### src/marc_defines.vh
/*
  Constants for the region attribute checker: field positions of the region
  attribute and size word, decode codes, and the APB register map.
  Assumes it is included by bare name from the checker's design files.
*/
`ifndef MARC_DEFINES_VH
`define MARC_DEFINES_VH
// Behaviour
// - Each region is split into eight equal subregions and a mask bit of 1 disables its subregion.
// - Mask bit 8 covers the lowest-addressed subregion and bit 15 the highest, ascending between.
// - Type bits 000 with cacheable 0 decode as strongly-ordered (bufferable 0) or shared device (bufferable 1).
// - Type bits 000 with cacheable 1 decode as normal memory, write-through or write-back, no write allocate.
// - Any other type, cacheable and bufferable combination is reserved.
// - Normal memory takes shareability from the shareable bit; other types ignore it.
// - Permission 000 faults every access; 001 allows privileged read/write only.
// - Permission 010 adds unprivileged read; 011 gives full access at both levels.
// - Permission 101 is privileged read only; 110 and 111 are read only at both levels.
// - A fetch is allowed only with read permission at the current level and execute-never clear.
// - A fetch that breaks those conditions is flagged and raises the hard fault before execution.
// - The word holds execute-never at 28, permission 26:24, type 21:19, S 18, C 17, B 16, mask 15:8.
// - Region size is two to the power of size plus one; size values below 7 are reserved.
// - A region applies only when its own enable and the global enable are both 1.

// Field positions of the region attribute and size word.
`define MARC_XN_BIT        28
`define MARC_AP_HI         26
`define MARC_AP_LO         24
`define MARC_TEX_HI        21
`define MARC_TEX_LO        19
`define MARC_S_BIT         18
`define MARC_C_BIT         17
`define MARC_B_BIT         16
`define MARC_SRD_HI        15
`define MARC_SRD_LO        8
`define MARC_SIZE_HI       5
`define MARC_SIZE_LO       1
`define MARC_EN_BIT        0
`define MARC_SIZE_MIN      5'd7
`define MARC_WORD_MASK     32'h17ffff3f

// Memory type codes.
`define MARC_MT_SO         2'd0
`define MARC_MT_DEV        2'd1
`define MARC_MT_NORMAL     2'd2
`define MARC_MT_RSVD       2'd3

// APB register byte offsets.
`define MARC_OFS_WORD      12'h000
`define MARC_OFS_BASE      12'h004
`define MARC_OFS_CTRL      12'h008
`define MARC_OFS_STATUS    12'h00c
`define MARC_OFS_MASK      12'h010
`define MARC_OFS_RESULT    12'h014
`define MARC_OFS_FADDR     12'h018

// Status bit positions.
`define MARC_ST_DFAULT     0
`define MARC_ST_IFAULT     1
`define MARC_ST_RSVD       2
`define MARC_ST_W          3
`endif

### src/marc_attr_decode.v
/*
  Attribute decoder: memory type, cacheability, shareability and size.
  Assumes a static attribute word from the configuration register.
*/
`timescale 1ns/1ps
`include "marc_defines.vh"
module marc_attr_decode (
  input  wire [31:0] word,
  output reg  [1:0]  mem_type,
  output reg         write_back,
  output reg         shareable,
  output wire        size_reserved
);
  wire [2:0] type_extension_bits = word[`MARC_TEX_HI:`MARC_TEX_LO];
  wire       c   = word[`MARC_C_BIT];
  wire       b   = word[`MARC_B_BIT];

  always @* begin
    mem_type   = `MARC_MT_RSVD;
    write_back = 1'b0;
    shareable  = 1'b0;
    if (type_extension_bits == 3'h0) begin
      if (!c) begin
        mem_type  = b ? `MARC_MT_DEV : `MARC_MT_SO;
        shareable = 1'b1;
      end else begin
        mem_type   = `MARC_MT_NORMAL;
        write_back = b;
        shareable  = word[`MARC_S_BIT];
      end
    end
  end

  assign size_reserved = word[`MARC_SIZE_HI:`MARC_SIZE_LO] < `MARC_SIZE_MIN;
endmodule // marc_attr_decode

### src/marc_perm_check.v
/*
  Permission checker: decodes the permission code for one access.
  Assumes the region match has already been resolved by the caller.
*/
`timescale 1ns/1ps
module marc_perm_check (
  input  wire [2:0] ap,
  input  wire       xn,
  input  wire       priv,
  input  wire       write,
  input  wire       fetch,
  output reg        fault
);
  reg rd_ok;
  reg wr_ok;

  always @* begin
    rd_ok = 1'b0;
    wr_ok = 1'b0;
    case (ap)
      3'h1: begin rd_ok = priv; wr_ok = priv; end
      3'h2: begin rd_ok = 1'b1; wr_ok = priv; end
      3'h3: begin rd_ok = 1'b1; wr_ok = 1'b1; end
      3'h5: begin rd_ok = priv; end
      3'h6, 3'h7: begin rd_ok = 1'b1; end
      default: begin rd_ok = 1'b0; wr_ok = 1'b0; end
    endcase
    if (fetch)
      fault = !rd_ok || xn;
    else
      fault = write ? !wr_ok : !rd_ok;
  end
endmodule // marc_perm_check

### src/marc_region_check.v
/*
  Region attribute check for one protection region, with an APB register
  file holding the attribute word, the region base and the global enable.
  Assumes core access requests are synchronous to clock and held one cycle.
*/
// The APB register port and the placing of the registers were left to the implementer.
`timescale 1ns/1ps
`include "marc_defines.vh"
module marc_region_check (
  input  wire        clock,
  input  wire        arst_n,
  input  wire        psel,
  input  wire        penable,
  input  wire        pwrite,
  input  wire [11:0] paddr,
  input  wire [31:0] pwdata,
  output reg  [31:0] prdata,
  output reg         pready,
  output reg         pslverr,
  input  wire        acc_valid,
  input  wire [31:0] acc_addr,
  input  wire        acc_write,
  input  wire        acc_fetch,
  input  wire        acc_priv,
  output reg         acc_done,
  output reg         acc_hit,
  output reg         acc_fault,
  output reg         fetch_error,
  output reg         hard_fault_exception,
  output reg  [1:0]  hit_mem_type,
  output reg         hit_shareable,
  output reg         hit_write_back,
  output reg         irq
);
  // ********************************************************
  // Registers
  // ********************************************************
  reg  [31:0] region_attribute_size_word_q;
  reg  [31:0] base_q;
  reg         protection_unit_global_enable_q;
  reg  [3:0]  status_q;
  reg  [3:0]  mask_q;
  reg  [31:0] fault_addr_q;

  wire [2:0]  access_permission_code = region_attribute_size_word_q[`MARC_AP_HI:`MARC_AP_LO];
  wire        execute_never_flag     = region_attribute_size_word_q[`MARC_XN_BIT];
  wire [7:0]  subregion_disable_mask =
              region_attribute_size_word_q[`MARC_SRD_HI:`MARC_SRD_LO];
  wire [4:0]  size_field = region_attribute_size_word_q[`MARC_SIZE_HI:`MARC_SIZE_LO];

  wire [1:0]  mem_type;
  wire        write_back;
  wire        shareable;
  wire        size_reserved;
  wire        perm_fault;

  marc_attr_decode u_dec (
    .word          (region_attribute_size_word_q),
    .mem_type      (mem_type),
    .write_back    (write_back),
    .shareable     (shareable),
    .size_reserved (size_reserved)
  );

  marc_perm_check u_perm (
    .ap    (access_permission_code),
    .xn    (execute_never_flag),
    .priv  (acc_priv),
    .write (acc_write),
    .fetch (acc_fetch),
    .fault (perm_fault)
  );

  // ********************************************************
  // Region match
  // ********************************************************
  // Size 2^(size+1) bytes; size 31 spans the full 4 GB space.
  // The sum is six bits wide so that size 31 does not wrap to a zero shift.
  wire [5:0]  size_p1   = {1'b0, size_field} + 6'd1;
  wire [32:0] span      = 33'h1 << size_p1;
  wire [31:0] size_mask = span[31:0] - 32'h1;
  wire [31:0] offset    = acc_addr & size_mask;
  wire        in_region = (acc_addr & ~size_mask) == (base_q & ~size_mask);
  // Subregion index is the top three offset bits: offset >> (size - 2).
  wire [4:0]  sub_shift = size_field - 5'd2;
  wire [31:0] sub_wide  = offset >> sub_shift;
  wire [2:0]  sub_idx   = sub_wide[2:0];
  wire        sub_off   = subregion_disable_mask[sub_idx];
  wire        region_on = region_attribute_size_word_q[`MARC_EN_BIT] &&
                          protection_unit_global_enable_q;
  wire        hit       = region_on && !size_reserved && in_region && !sub_off;
  wire        fault_now = acc_valid && hit && perm_fault;
  wire        ifault    = fault_now && acc_fetch;
  wire        dfault    = fault_now && !acc_fetch;
  wire        rsvd_ev   = acc_valid && hit && (mem_type == `MARC_MT_RSVD);
  wire        wr_ev     = acc_valid && hit && acc_write && !perm_fault;

  // ********************************************************
  // APB slave
  // ********************************************************
  // A write lands only at the edge that completes the transfer, with pready high.
  wire        wr_acc = psel && penable && pwrite && pready;
  wire        rd_set = psel && !penable;
  wire        known  = paddr == `MARC_OFS_WORD || paddr == `MARC_OFS_BASE ||
                       paddr == `MARC_OFS_CTRL || paddr == `MARC_OFS_STATUS ||
                       paddr == `MARC_OFS_MASK || paddr == `MARC_OFS_RESULT ||
                       paddr == `MARC_OFS_FADDR;
  reg  [31:0] rd_d;
  reg  [3:0]  ev;

  always @* begin
    case (paddr)
      `MARC_OFS_WORD:   rd_d = region_attribute_size_word_q;
      `MARC_OFS_BASE:   rd_d = base_q;
      `MARC_OFS_CTRL:   rd_d = {31'h0, protection_unit_global_enable_q};
      `MARC_OFS_STATUS: rd_d = {28'h0, status_q};
      `MARC_OFS_MASK:   rd_d = {28'h0, mask_q};
      `MARC_OFS_RESULT: rd_d = {27'h0, size_reserved, write_back, shareable, mem_type};
      `MARC_OFS_FADDR:  rd_d = fault_addr_q;
      default:          rd_d = 32'h0;
    endcase
    ev = 4'h0;
    ev[`MARC_ST_DFAULT] = dfault;
    ev[`MARC_ST_IFAULT] = ifault;
    ev[`MARC_ST_RSVD]   = rsvd_ev;
    ev[`MARC_ST_W]      = wr_ev;
  end

  // One wait state: setup, access with pready low, then access with pready high.
  always @(posedge clock or negedge arst_n) begin
    if (!arst_n) begin
      pready                          <= 1'b0;
      pslverr                         <= 1'b0;
      prdata                          <= 32'h0;
      region_attribute_size_word_q    <= 32'h0;
      base_q                          <= 32'h0;
      protection_unit_global_enable_q <= 1'b0;
      mask_q                          <= 4'h0;
      status_q                        <= 4'h0;
      irq                             <= 1'b0;
    end else begin
      pready  <= psel && penable && !pready;
      pslverr <= psel && penable && !pready && !known;
      if (rd_set)
        prdata <= rd_d;
      if (wr_acc && paddr == `MARC_OFS_WORD)
        region_attribute_size_word_q <= pwdata & `MARC_WORD_MASK;
      if (wr_acc && paddr == `MARC_OFS_BASE)
        base_q <= {pwdata[31:5], 5'h0};
      if (wr_acc && paddr == `MARC_OFS_CTRL)
        protection_unit_global_enable_q <= pwdata[0];
      if (wr_acc && paddr == `MARC_OFS_MASK)
        mask_q <= pwdata[3:0];
      // A new event in the same cycle as its clear keeps the bit set.
      if (wr_acc && paddr == `MARC_OFS_STATUS)
        status_q <= (status_q & ~pwdata[3:0]) | ev;
      else
        status_q <= status_q | ev;
      irq <= |(status_q & mask_q);
    end
  end

  // ********************************************************
  // Access result
  // ********************************************************
  always @(posedge clock or negedge arst_n) begin
    if (!arst_n) begin
      acc_done             <= 1'b0;
      acc_hit              <= 1'b0;
      acc_fault            <= 1'b0;
      fetch_error          <= 1'b0;
      hard_fault_exception <= 1'b0;
      hit_mem_type         <= `MARC_MT_SO;
      hit_shareable        <= 1'b0;
      hit_write_back       <= 1'b0;
      fault_addr_q         <= 32'h0;
    end else begin
      acc_done             <= acc_valid;
      acc_hit              <= acc_valid && hit;
      acc_fault            <= fault_now;
      fetch_error          <= ifault;
      hard_fault_exception <= ifault;
      hit_mem_type         <= hit ? mem_type : `MARC_MT_SO;
      hit_shareable        <= hit && shareable;
      hit_write_back       <= hit && write_back;
      if (fault_now)
        fault_addr_q <= acc_addr;
    end
  end
endmodule // marc_region_check

### config.mk
export PLATFORM = sky130hd
export DESIGN_NAME = marc_region_check
export DESIGN_NICKNAME = d
export VERILOG_FILES = /design/src/marc_attr_decode.v /design/src/marc_perm_check.v /design/src/marc_region_check.v
export VERILOG_INCLUDE_DIRS = /design/src
export SDC_FILE = /design/constraint.sdc
export NUM_CORES = 1
export LEC_CHECK = 0
export BUFFER_PORTS_ARGS = -buffer_cell sky130_fd_sc_hd__buf_4
export CAP_MARGIN = 25
export CORE_ASPECT_RATIO = 1.25
export CORE_MARGIN = 3
export CORE_UTILIZATION = 32
export CTS_CLUSTER_DIAMETER = 30
export CTS_CLUSTER_SIZE = 24
export DETAILED_ROUTE_END_ITERATION = 8
export GPL_ROUTABILITY_DRIVEN = 0
export SETUP_SLACK_MARGIN = 0.05
export SYNTH_ARGS = -nofsm -noshare
export SYNTH_HDL_FRONTEND = slang
export SYNTH_SLANG_ARGS = --single-unit
### constraint.sdc
create_clock -name clock -period 5.7 [get_ports clock]
set_clock_uncertainty 0.2 [all_clocks]
set_input_delay 0.285 -clock clock [delete_from_list [all_inputs] [get_ports clock]]
set_output_delay 0.285 -clock clock [all_outputs]
set_load 0.005 [all_outputs]
* Yosys cells after proc, flatten, opt, wreduce, memory -nomap -nowiden *
Cells that the tools add are included.

storage, ports and cells
  bits in registers = 137
  output and inout bits = 44
  word-level logic and storage cells = 109

operators by class
  $add $sub $neg = 3
  $lt $le $gt $ge = 2
  equality and inequality tests = 14
  shift-type cells = 2
  mux-type cells = 16
  bitwise logic cells = 9
  reductions and logical operators = 46

operator list
  operator                                              number
  one-hot mux 32 bit (7 select lines)                   1
  bitwise AND 32 bit                                    3
  equality test 12 x 5 -> 1 bit, second input constant  3
  equality test 32 bit                                  1
  inverter 32 bit                                       1
  << shifter 1 x 6 -> 32 bit, first input constant      1
  right shift 32 x 5 -> 3 bit                           1
  subtractor 32 x 1 -> 32 bit, second input constant    1
  equality test 12 x 4 -> 1 bit, second input constant  2
  logical AND 1 bit                                     24
  equality test 12 x 3 -> 1 bit, second input constant  1
  zero test 12 bit                                      1
  equality test 3 bit, second input constant            3
  zero test 1 bit                                       9
  bitwise AND 4 bit                                     2
  two-way mux 1 bit                                     8
  bitwise OR 4 bit                                      2
  OR reduction 4 bit                                    2
  logical OR 1 bit                                      7
  adder 5 x 1 -> 6 bit, second input constant           1
  equality test 3 x 2 -> 1 bit, second input constant   2
  two-way mux 2 bit                                     3
  < comparator 5 x 3 -> 1 bit, second input constant    1
  subtractor 5 x 2 -> 5 bit, second input constant      1
  9 further kinds                                       11

* Longest topological paths before layout *
Gate-level depths: netlist (run 1).

  depth after elaboration = 14
  gate-level depth with buffers = 18
  mapped depth without buffers = 15

* By module *
Synthesis (run 1) repeated with hierarchy kept, for this count alone.

second synthesis, totals
  cell total of the unflattened synthesis = 942
  area total of the unflattened synthesis = 9,182.6 um^2

by module, submodules not included
  module             instances  cells an instance  area each (um^2)
  marc_region_check  1          930                9,101.2
  marc_attr_decode   1          8                  52.6
  marc_perm_check    1          4                  28.8

* Worst setup path before layout (run 1) *
Ideal clock, no wire load.

  kind = register to register
  start point = reg region_attribute_size_word_q[3]
  end point = reg fault_addr_q[10]
  library setup time = 0.125 ns
  arrival time = 3.940 ns
  required time = 5.375 ns
  path slack = 1.434 ns
  stages on the path, launching flop included = 19
  buffers on the path = 3
  period minus slack after synthesis = 4.266 ns
  cells stage by stage = dfrtp_1 -> ha_1 -> and4b_1 -> buf_2 -> nand2_1 -> ha_1 -> buf_2 -> nor2b_1 -> o21ai_2 -> a21oi_2 -> a311oi_1 -> nor4_1 -> a211o_1 -> o22a_4 -> mux2_4 -> o211ai_4 -> o2111ai_4 -> buf_8 -> mux2_4

between the ends
  word-level cells in the longest chain between the ends = 11
  elaborated cells between the ends (all ways) = 20
  those cells by class = add/sub: 3; order compare: 1; eq/ne: 1; shift: 2; mux: 2; bitwise: 4; reduce/logical: 7

ends and longest elaborated chain
  element                                  line                     RTL
  start, declared                          marc_region_check.v:38   reg [31:0] region_attribute_size_word_q;
  start signal, assigned                   marc_region_check.v:147  region_attribute_size_word_q <= pwdata & `MARC_WORD_MASK;
  adder 5 x 1 -> 6 bit                     marc_region_check.v:79   wire [5:0] size_p1 = {1'b0, size_field} + 6'd1;
  << shifter 1 x 6 -> 32 bit               marc_region_check.v:80   wire [32:0] span = 33'h1 << size_p1;
  subtractor 32 x 1 -> 32 bit              marc_region_check.v:81   wire [31:0] size_mask = span[31:0] - 32'h1;
  bitwise AND 32 bit                       marc_region_check.v:82   wire [31:0] offset = acc_addr & size_mask;
  right shift 32 x 5 -> 3 bit              marc_region_check.v:86   wire [31:0] sub_wide = offset >> sub_shift;
  binary-select mux 1 bit (select 3 bit)   marc_region_check.v:88   wire sub_off = subregion_disable_mask[sub_idx];
  two-way mux 1 bit (implied by the code)  marc_region_check.v:88
  zero test 1 bit                          marc_region_check.v:91   wire hit = region_on && !size_reserved && in_region && !sub_off;
  logical AND 1 bit *                      marc_region_check.v:91
  logical AND 1 bit * (2 in series)        marc_region_check.v:92   wire fault_now = acc_valid && hit && perm_fault;
  end signal, assigned                     marc_region_check.v:187  fault_addr_q <= acc_addr;
  end, declared                            marc_region_check.v:43   reg [31:0] fault_addr_q;

Every way passes the cells marked *; elsewhere a longest branch is shown, timed or not. The select of a mux whose other input is x is not followed.
A chain may end at the register's enable or synchronous reset.

* Worst setup path after layout (run 1) *
  start point = reg region_attribute_size_word_q[2]
  end point = reg status_q[3]

between the ends
  word-level cells in the longest chain between the ends = 14
  elaborated cells between the ends (all ways) = 24
  those cells by class = add/sub: 3; order compare: 1; eq/ne: 1; shift: 2; mux: 3; bitwise: 6; reduce/logical: 8

ends and longest elaborated chain
  element                                     line                                              RTL
  adder 5 x 1 -> 6 bit                        marc_region_check.v:79
  << shifter 1 x 6 -> 32 bit                  marc_region_check.v:80
  subtractor 32 x 1 -> 32 bit                 marc_region_check.v:81
  bitwise AND 32 bit                          marc_region_check.v:82
  right shift 32 x 5 -> 3 bit                 marc_region_check.v:86
  binary-select mux 1 bit (select 3 bit)      marc_region_check.v:88
  two-way mux 1 bit (implied by the code)     marc_region_check.v:88
  zero test 1 bit                             marc_region_check.v:91
  logical AND 1 bit *                         marc_region_check.v:91
  logical AND 1 bit * (3 in series)           marc_region_check.v:96                            wire wr_ev = acc_valid && hit && acc_write && !perm_fault;
  bitwise OR 4 bit, on equally long branches  marc_region_check.v:158, marc_region_check.v:156
  two-way mux 4 bit *                         marc_region_check.v:155                           if (wr_acc && paddr == `MARC_OFS_STATUS)
  end signal, assigned                        marc_region_check.v:156                           status_q <= (status_q & ~pwdata[3:0]) | ev;
  end signal, assigned                        marc_region_check.v:158                           status_q <= status_q | ev;
  end, declared                               marc_region_check.v:41                            reg [3:0] status_q;

Marks and branches as above.

==> results of run 1 <==
[repair_timing]
action | in CTS | in global routing
endpoints found under the hold margin | 204 | 0
hold buffers | 71 | 0
setup endpoints to repair | 0 | 0
[how the worst max path moves through the flow]
stage / startpoint / cells after the start / end
4_1_cts: region_attribute_size_word_q[2] / 16 / status_q[3]
2_1_floorplan: region_attribute_size_word_q[3] / 18 / fault_addr_q[10]
6_report: region_attribute_size_word_q[2] / 16 / status_q[3]
3_5_place_dp: region_attribute_size_word_q[2] / 16 / fault_addr_q[22]
3_3_place_gp: region_attribute_size_word_q[2] / 14 / fault_addr_q[29]
5_1_grt: region_attribute_size_word_q[2] / 16 / status_q[3]
[power by group through the flow]
stage,clock network (W),logic [W],registers (W)
after floorplan,0,0.0000518,0.000993
after global placement,0,0.000165,0.000992
after detailed placement,0,0.000165,0.000992
after CTS,0.00115,0.000204,0.000975
after global routing,0.00119,0.000222,0.000974
final,0.00113,0.000208,0.000975
[cell type report]
cell class | count | area, sq um | area share, %
clock buffer | 19 | 453 | 3.82
clock inverter | 11 | 148 | 1.25
inverter | 18 | 67.6 | 0.570
multi-input combinational | 768 | 5370 | 45.3
sequential | 137 | 3430 | 29.0
tap | 390 | 488 | 4.12
timing repair buffer | 222 | 1890 | 16.0
[state kept, by name (all words and copies together) (netlist names), 2 cells and up]
signal	count
fault_addr_q	32
prdata	32
base_q	27
region_attribute_size_word_q	26
mask_q	4
status_q	4
hit_mem_type	2
[cell usage after synthesis (all sizes together), types with 13 or more instances]
cell type  number  area [sq um]
buf            47           380
inv            17          63.8
dfrtp         137          3430
o21ai          88           452
mux2           84          1060
xnor2          29           254
clkbuf         28           105
o211ai         19           175
nor2           57           214
xor2           15           131
a22oi          18           135
a21oi          58           302
nand3          26           145
nand2         116           440
nor3           30           155
mux2i          16           160
and2           13          81.3
[metal layers]
metal	share of wire, %	vias to the layer above	GRT usage [%]
met5	0	-	0
met4	5.3	0	10.5
met3	7.4	119	3.59
met2	48	466	35.5
met1	39	4284	25.9
li1	-	4016	-
[metrics by stage]
stage | total power [W] | cells | worst slack, ns
floorplan | 0.00104 | 998 | 1.43
global placement | 0.00116 | 1463 | 0.987
detailed placement | 0.00116 | 1463 | 0.948
CTS | 0.00233 | 1564 | 0.552
global route | 0.00238 | 1565 | 0.0697
finish | 0.00231 | 1565 | 0.379
[kinds of logic (layout without fill, tap and decap cells)]
group	Yosys count	after routing	share of synthesized area, %
AND/OR/NAND/NOR	323	323	17.5
buffers and inverters	93	270	5.92
AO/OA/AOI/OAI	298	298	22.2
XOR/XNOR	44	44	4.13
flip-flops	137	137	36.7
multiplexers	100	100	13.1
adder cells (fa/ha/maj)	3	3	0.402
[worst max-delay path, cell delays in order (launching register included)]
cell and delay (ns):
dfrtp_2 0.54, ha_1 0.21, and4b_1 0.20, nand2_1 0.07
ha_1 0.34, nor2b_1 0.55, o21ai_2 0.20, a21oi_2 0.35
a311oi_1 0.18, nor4_1 0.32, a211o_1 0.20, o22a_4 0.19
mux2_4 0.32, o211ai_4 0.21, o211ai_1 0.30, o31ai_1 0.30
dlygate4sd3_1 0.57
==> results.tsv, run 1 <==
metric	value	unit
Period minus WS final	5.32	ns
gr ovfl total	0	
initial DRC count	1063	
starting density of the core	32.7	%
FFs w/ async S/R, synth	100	%
DP Area	10500	sq um
Seq pwr share	42.2	%
CP endpoint kind	register	
status	complete, no violations	
clock buffer depth	2	
unrepaired setup endpoints after global routing	no	
layout cells sized above 1	26.1	%
Pins Over Slew Limit	0	
largest net degree at the start of global routing	108	
DP Wirelength	24300	um
Die X	159	um
first-pass GRT wire length	51600	um
Worst Path Max Fanout	16	
synthesized area	9340	sq um
R2R Setup Slk	0.38	ns
f_max	0.188	GHz
Pleak	5.23	nW
vias per cell	5.68	
total global-route track usage	20.9	%
EDFF count, synth	0	
Hold Vio Cnt, Final	0	
die height	197	um
Layout fillers	2794	
# setup viols final	0	
Comb power frac	9.0	%
Setup Crit Path Kind	register to register	
vias in the first global route	8721	
distinct cell type count after synthesis	101	
drt total wl	33500	um
Num CTS Buffers	17	
initial antenna violation count	0	
critical path data arrival time	5.48	ns
WHS	0.0665	ns
htree depth	4	
Main synth FF type	dfrtp_1	
Internal Power	0.00178	W
setup bufs post-CTS	0	
design area	11800	sq um
Final Core Density	41.5	%
Period Utilization, post-route	93.4	%
clk root buf	clkbuf_16	
fin nets	1252	
most common cell after layout, fill and taps aside	buf_4	
syn_nets	1086	
latest clock arrival within the worst-skew pair	0.43	ns
switch share	23.0	%
Tightest Hold Check Type	input pin to asynchronous set/reset pin	
Avg WL per Cell	21.4	um
worst vdd ir	0.203	mV
number of max-cap violations	0	
I/O Pins	129	
most frequent cells in the layout	buf_4 (147), dfrtp_1 (135), nand2_1 (114)	
pwr/cell area	195	nW/um^2
worst reg2reg startpoint	region_attribute_size_word_q[2]	
# diodes	0	
post-route ant nets	0	
clock share of power	48.8	%
Worst-path clk slew	0.06	ns
Post-Syn Instances	998	
startpoint type of the worst setup path	register	
post-CTS sizing	0	
clk sink count	137	
Net Sw Power	0.000531	W
Worst Max-Slew Pin Slew	0.878	ns
Worst Path Required	5.86	ns
Via Count	8885	
Slew HR	41.4	%
CTS tree	done	
drt pass-1 iters	6	
full die area	31300	sq um
CORE AREA	28600	sq um
I/O Buffers	128	
Seq cells post-synth	137	
Setup TNS	0	ns
FP Rows	69	
Ys Warns	0	
Area growth, synth to finish	26.9	%
R2R cell count	16	
reg-to-reg endpoint	status_q[3]	
Synth Area per Inst	9.35	sq um
post-synthesis sequential area ratio	36.7	%
drt drc	0	
No activity file was read; power rests on OpenSTA's default activity.
==> inputs of run 2 (changes only) <==
--- a/config.mk
+++ b/config.mk
@@ -7,14 +7,13 @@
 export NUM_CORES = 1
 export LEC_CHECK = 0
 export BUFFER_PORTS_ARGS = -buffer_cell sky130_fd_sc_hd__buf_4
-export CAP_MARGIN = 25
 export CORE_ASPECT_RATIO = 1.25
 export CORE_MARGIN = 3
 export CORE_UTILIZATION = 32
 export CTS_CLUSTER_DIAMETER = 30
-export CTS_CLUSTER_SIZE = 24
 export DETAILED_ROUTE_END_ITERATION = 8
 export GPL_ROUTABILITY_DRIVEN = 0
+export REMOVE_ABC_BUFFERS = 1
 export SETUP_SLACK_MARGIN = 0.05
 export SYNTH_ARGS = -nofsm -noshare
 export SYNTH_HDL_FRONTEND = slang
==> run 2 against run 1 <==
Effect of this change: non-clock buffer count unchanged; maximum frequency decreased by 0.13%; die area unchanged; flip-flop and latch count unchanged; combinational power about the same; worst setup slack got worse by 0.0072 ns; cell count increased by 0.13%; first-iteration DRC count decreased by 7.4%; critical path depth increased by 1; critical path type unchanged.
==> results.tsv, run 2 (synthesized netlist as in run 1, its figures left out) <==
metric	value	unit	change
status	complete, no violations		
Avg WL per Cell	22.0	um	+2.8%
highest-delay cell along the critical path	dlygate4sd3_1		
gr ovfl total	0		unchanged
Worst Path Required	5.80	ns	-0.06 ns
drt drc	0		unchanged
vias per cell	5.72		+0.74%
Die X	159	um	unchanged
critical path data arrival time	5.43	ns	-0.05 ns
CP endpoint kind	register		
initial DRC count	984		-7.4%
CORE AREA	28600	sq um	unchanged
Worst path max stage delay	0.59	ns	+0.02 ns
worst vdd ir	0.155	mV	-24%
Num CTS Buffers	17		unchanged
fin nets	1252		unchanged
min-delay src	paddr[3]		
setup bufs post-CTS	0		unchanged
worst reg2reg startpoint	region_attribute_size_word_q[2]		
I/O Pins	129		unchanged
worst setup margin	0.372	ns	-0.00718 ns
cell chain of the critical path	buf_4, and4b_1, nand2_1, ha_1, nor2b_1, o21ai_2, a21oi_2, a311oi_1, nor4_1, a211o_1, o22a_4, mux2i_1, mux2_4, o2111ai_4, buf_6, o21ai_0, dlygate4sd3_1		
Via Count	8962		+0.87%
delay-heaviest family, CP	compound AO/OA/AOI/OAI gates		
vias in the first global route	8789		+0.78%
Worst Path Max Fanout	34		+18
Non-Filler Instances	1567		+0.13%
clk sink count	137		unchanged
Setup TNS	0	ns	unchanged
clock buffer depth	2		unchanged
largest net degree at the start of global routing	75		-31%
unrepaired setup endpoints after global routing	no		
latest clock arrival within the worst-skew pair	0.43	ns	about the same
DP Wirelength	24600	um	+1.2%
CP Buf/Inv Count	3		+2
Area growth, synth to finish	26.5	%	
# diodes	0		unchanged
die height	197	um	unchanged
startpoint type of the worst setup path	register		
first-pass GRT wire length	53000	um	+2.7%
Worst-path clk slew	0.06	ns	about the same
most common cell after layout, fill and taps aside	buf_4		
# setup viols final	0		unchanged
CTS tree	done		
post-route ant nets	0		unchanged
clk root buf	clkbuf_16		
Pleak	5.21	nW	-0.42%
pre-CTS setup slack	0.700	ns	-0.248 ns
drt pass-1 iters	6		unchanged
Period minus WS final	5.33	ns	+0.00718 ns
Pins Over Slew Limit	0		unchanged
most frequent cells in the layout	buf_4 (148), dfrtp_1 (135), nand2_1 (114)		
Regs by FF count	fault_addr_q (32), prdata (32), base_q (27)		
Tightest Hold Check Type	input pin to register		
number of max-cap violations	0		unchanged
I/O Buffers	128		unchanged
Setup Crit Path Kind	register to register		
pwr/cell area	194	nW/um^2	-0.74%
Period Utilization, post-route	93.5	%	+0.13 points
Setup crit start	region_attribute_size_word_q[2]		
htree depth	4		unchanged
FP Rows	69		unchanged
Worst Max-Slew Pin Slew	0.975	ns	+0.0965 ns
total global-route track usage	21.6	%	+0.69 points
layout cells sized above 1	26.2	%	+0.041 points
initial antenna violation count	0		unchanged
full die area	31300	sq um	unchanged
f_max	0.188	GHz	-0.13%
total power	0.00229	W	-1.0%
drt total wl	34400	um	+2.9%
Slew HR	34.7	%	-6.8 points
starting density of the core	32.7	%	unchanged
placed cell count	1464		+0.068%
Hold Vio Cnt, Final	0		unchanged
## run 2: cell count changes in the layout (fill, tap and decap cells not counted), sizes merged
cell,previous run,this run
clkinvlp,4,5
inv,18,19
clkbuf,19,20
bufinv,3,2
## run 2: power breakdown
group | switching, W | internal (W) | leakage, nW
Combinational | 0.000107 | 0.0000980 | 3.08
Clock | 0.000448 | 0.000660 | 0.269
Sequential | 0.000000780 | 0.000974 | 1.86
## run 2: through the flow
step           hold WS (ns)  util [%]  cell area (sq um)
3_3_place_gp          0.164      36.8              10500
6_report             0.0827      41.3              11800
5_1_grt              0.0914      41.3              11800
4_1_cts              0.0634      41.3              11800
3_5_place_dp          0.169      36.8              10500
2_1_floorplan        -0.211         -               8850
## run 2: timing repair
action	in CTS	in global routing
endpoints found under the hold margin	172	0
hold buffers	71	0
resized for setup	0	1
endpoints found under the setup margin	0	1
## run 2: tightest hold or removal path, stage by stage
cell      delay, ns
buf_4          0.12
a311oi_1       0.09
a22o_1         0.18
## run 2: final cells by class
cell class / instances / area [sq um]
fillers: 2850 / 16800
multi-input cells: 768 / 5370
flip-flops and latches: 137 / 3430
repair buffers: 222 / 1860
well taps: 390 / 488
clock buffers: 20 / 447
clock inverters: 12 / 141
inverters: 18 / 67.6
## run 2: per-layer routing
metal  vias to the layer above  global-route usage [%]  part of all wire [%]
met3                       145                    4.79                   7.7
met5                         -                       0                     0
met4                         0                    12.5                   6.1
met2                       508                    34.9                    46
li1                       4016                       -                     -
met1                      4293                    26.9                    40
## run 2: path summary, 6_finish.rpt
check                                                  endpoint  slack, ns  cells past startpoint
worst max-delay path                                status_q[0]       0.37                     17
worst min-delay path                                  prdata[0]       0.08                      3
worst max register to register                      status_q[0]       0.37                     17
worst min register to register                        prdata[1]       0.28                      2
max in group asynchronous       region_attribute_size_word_q[2]       3.63                      3
min in group asynchronous                            prdata[13]       0.25                      2
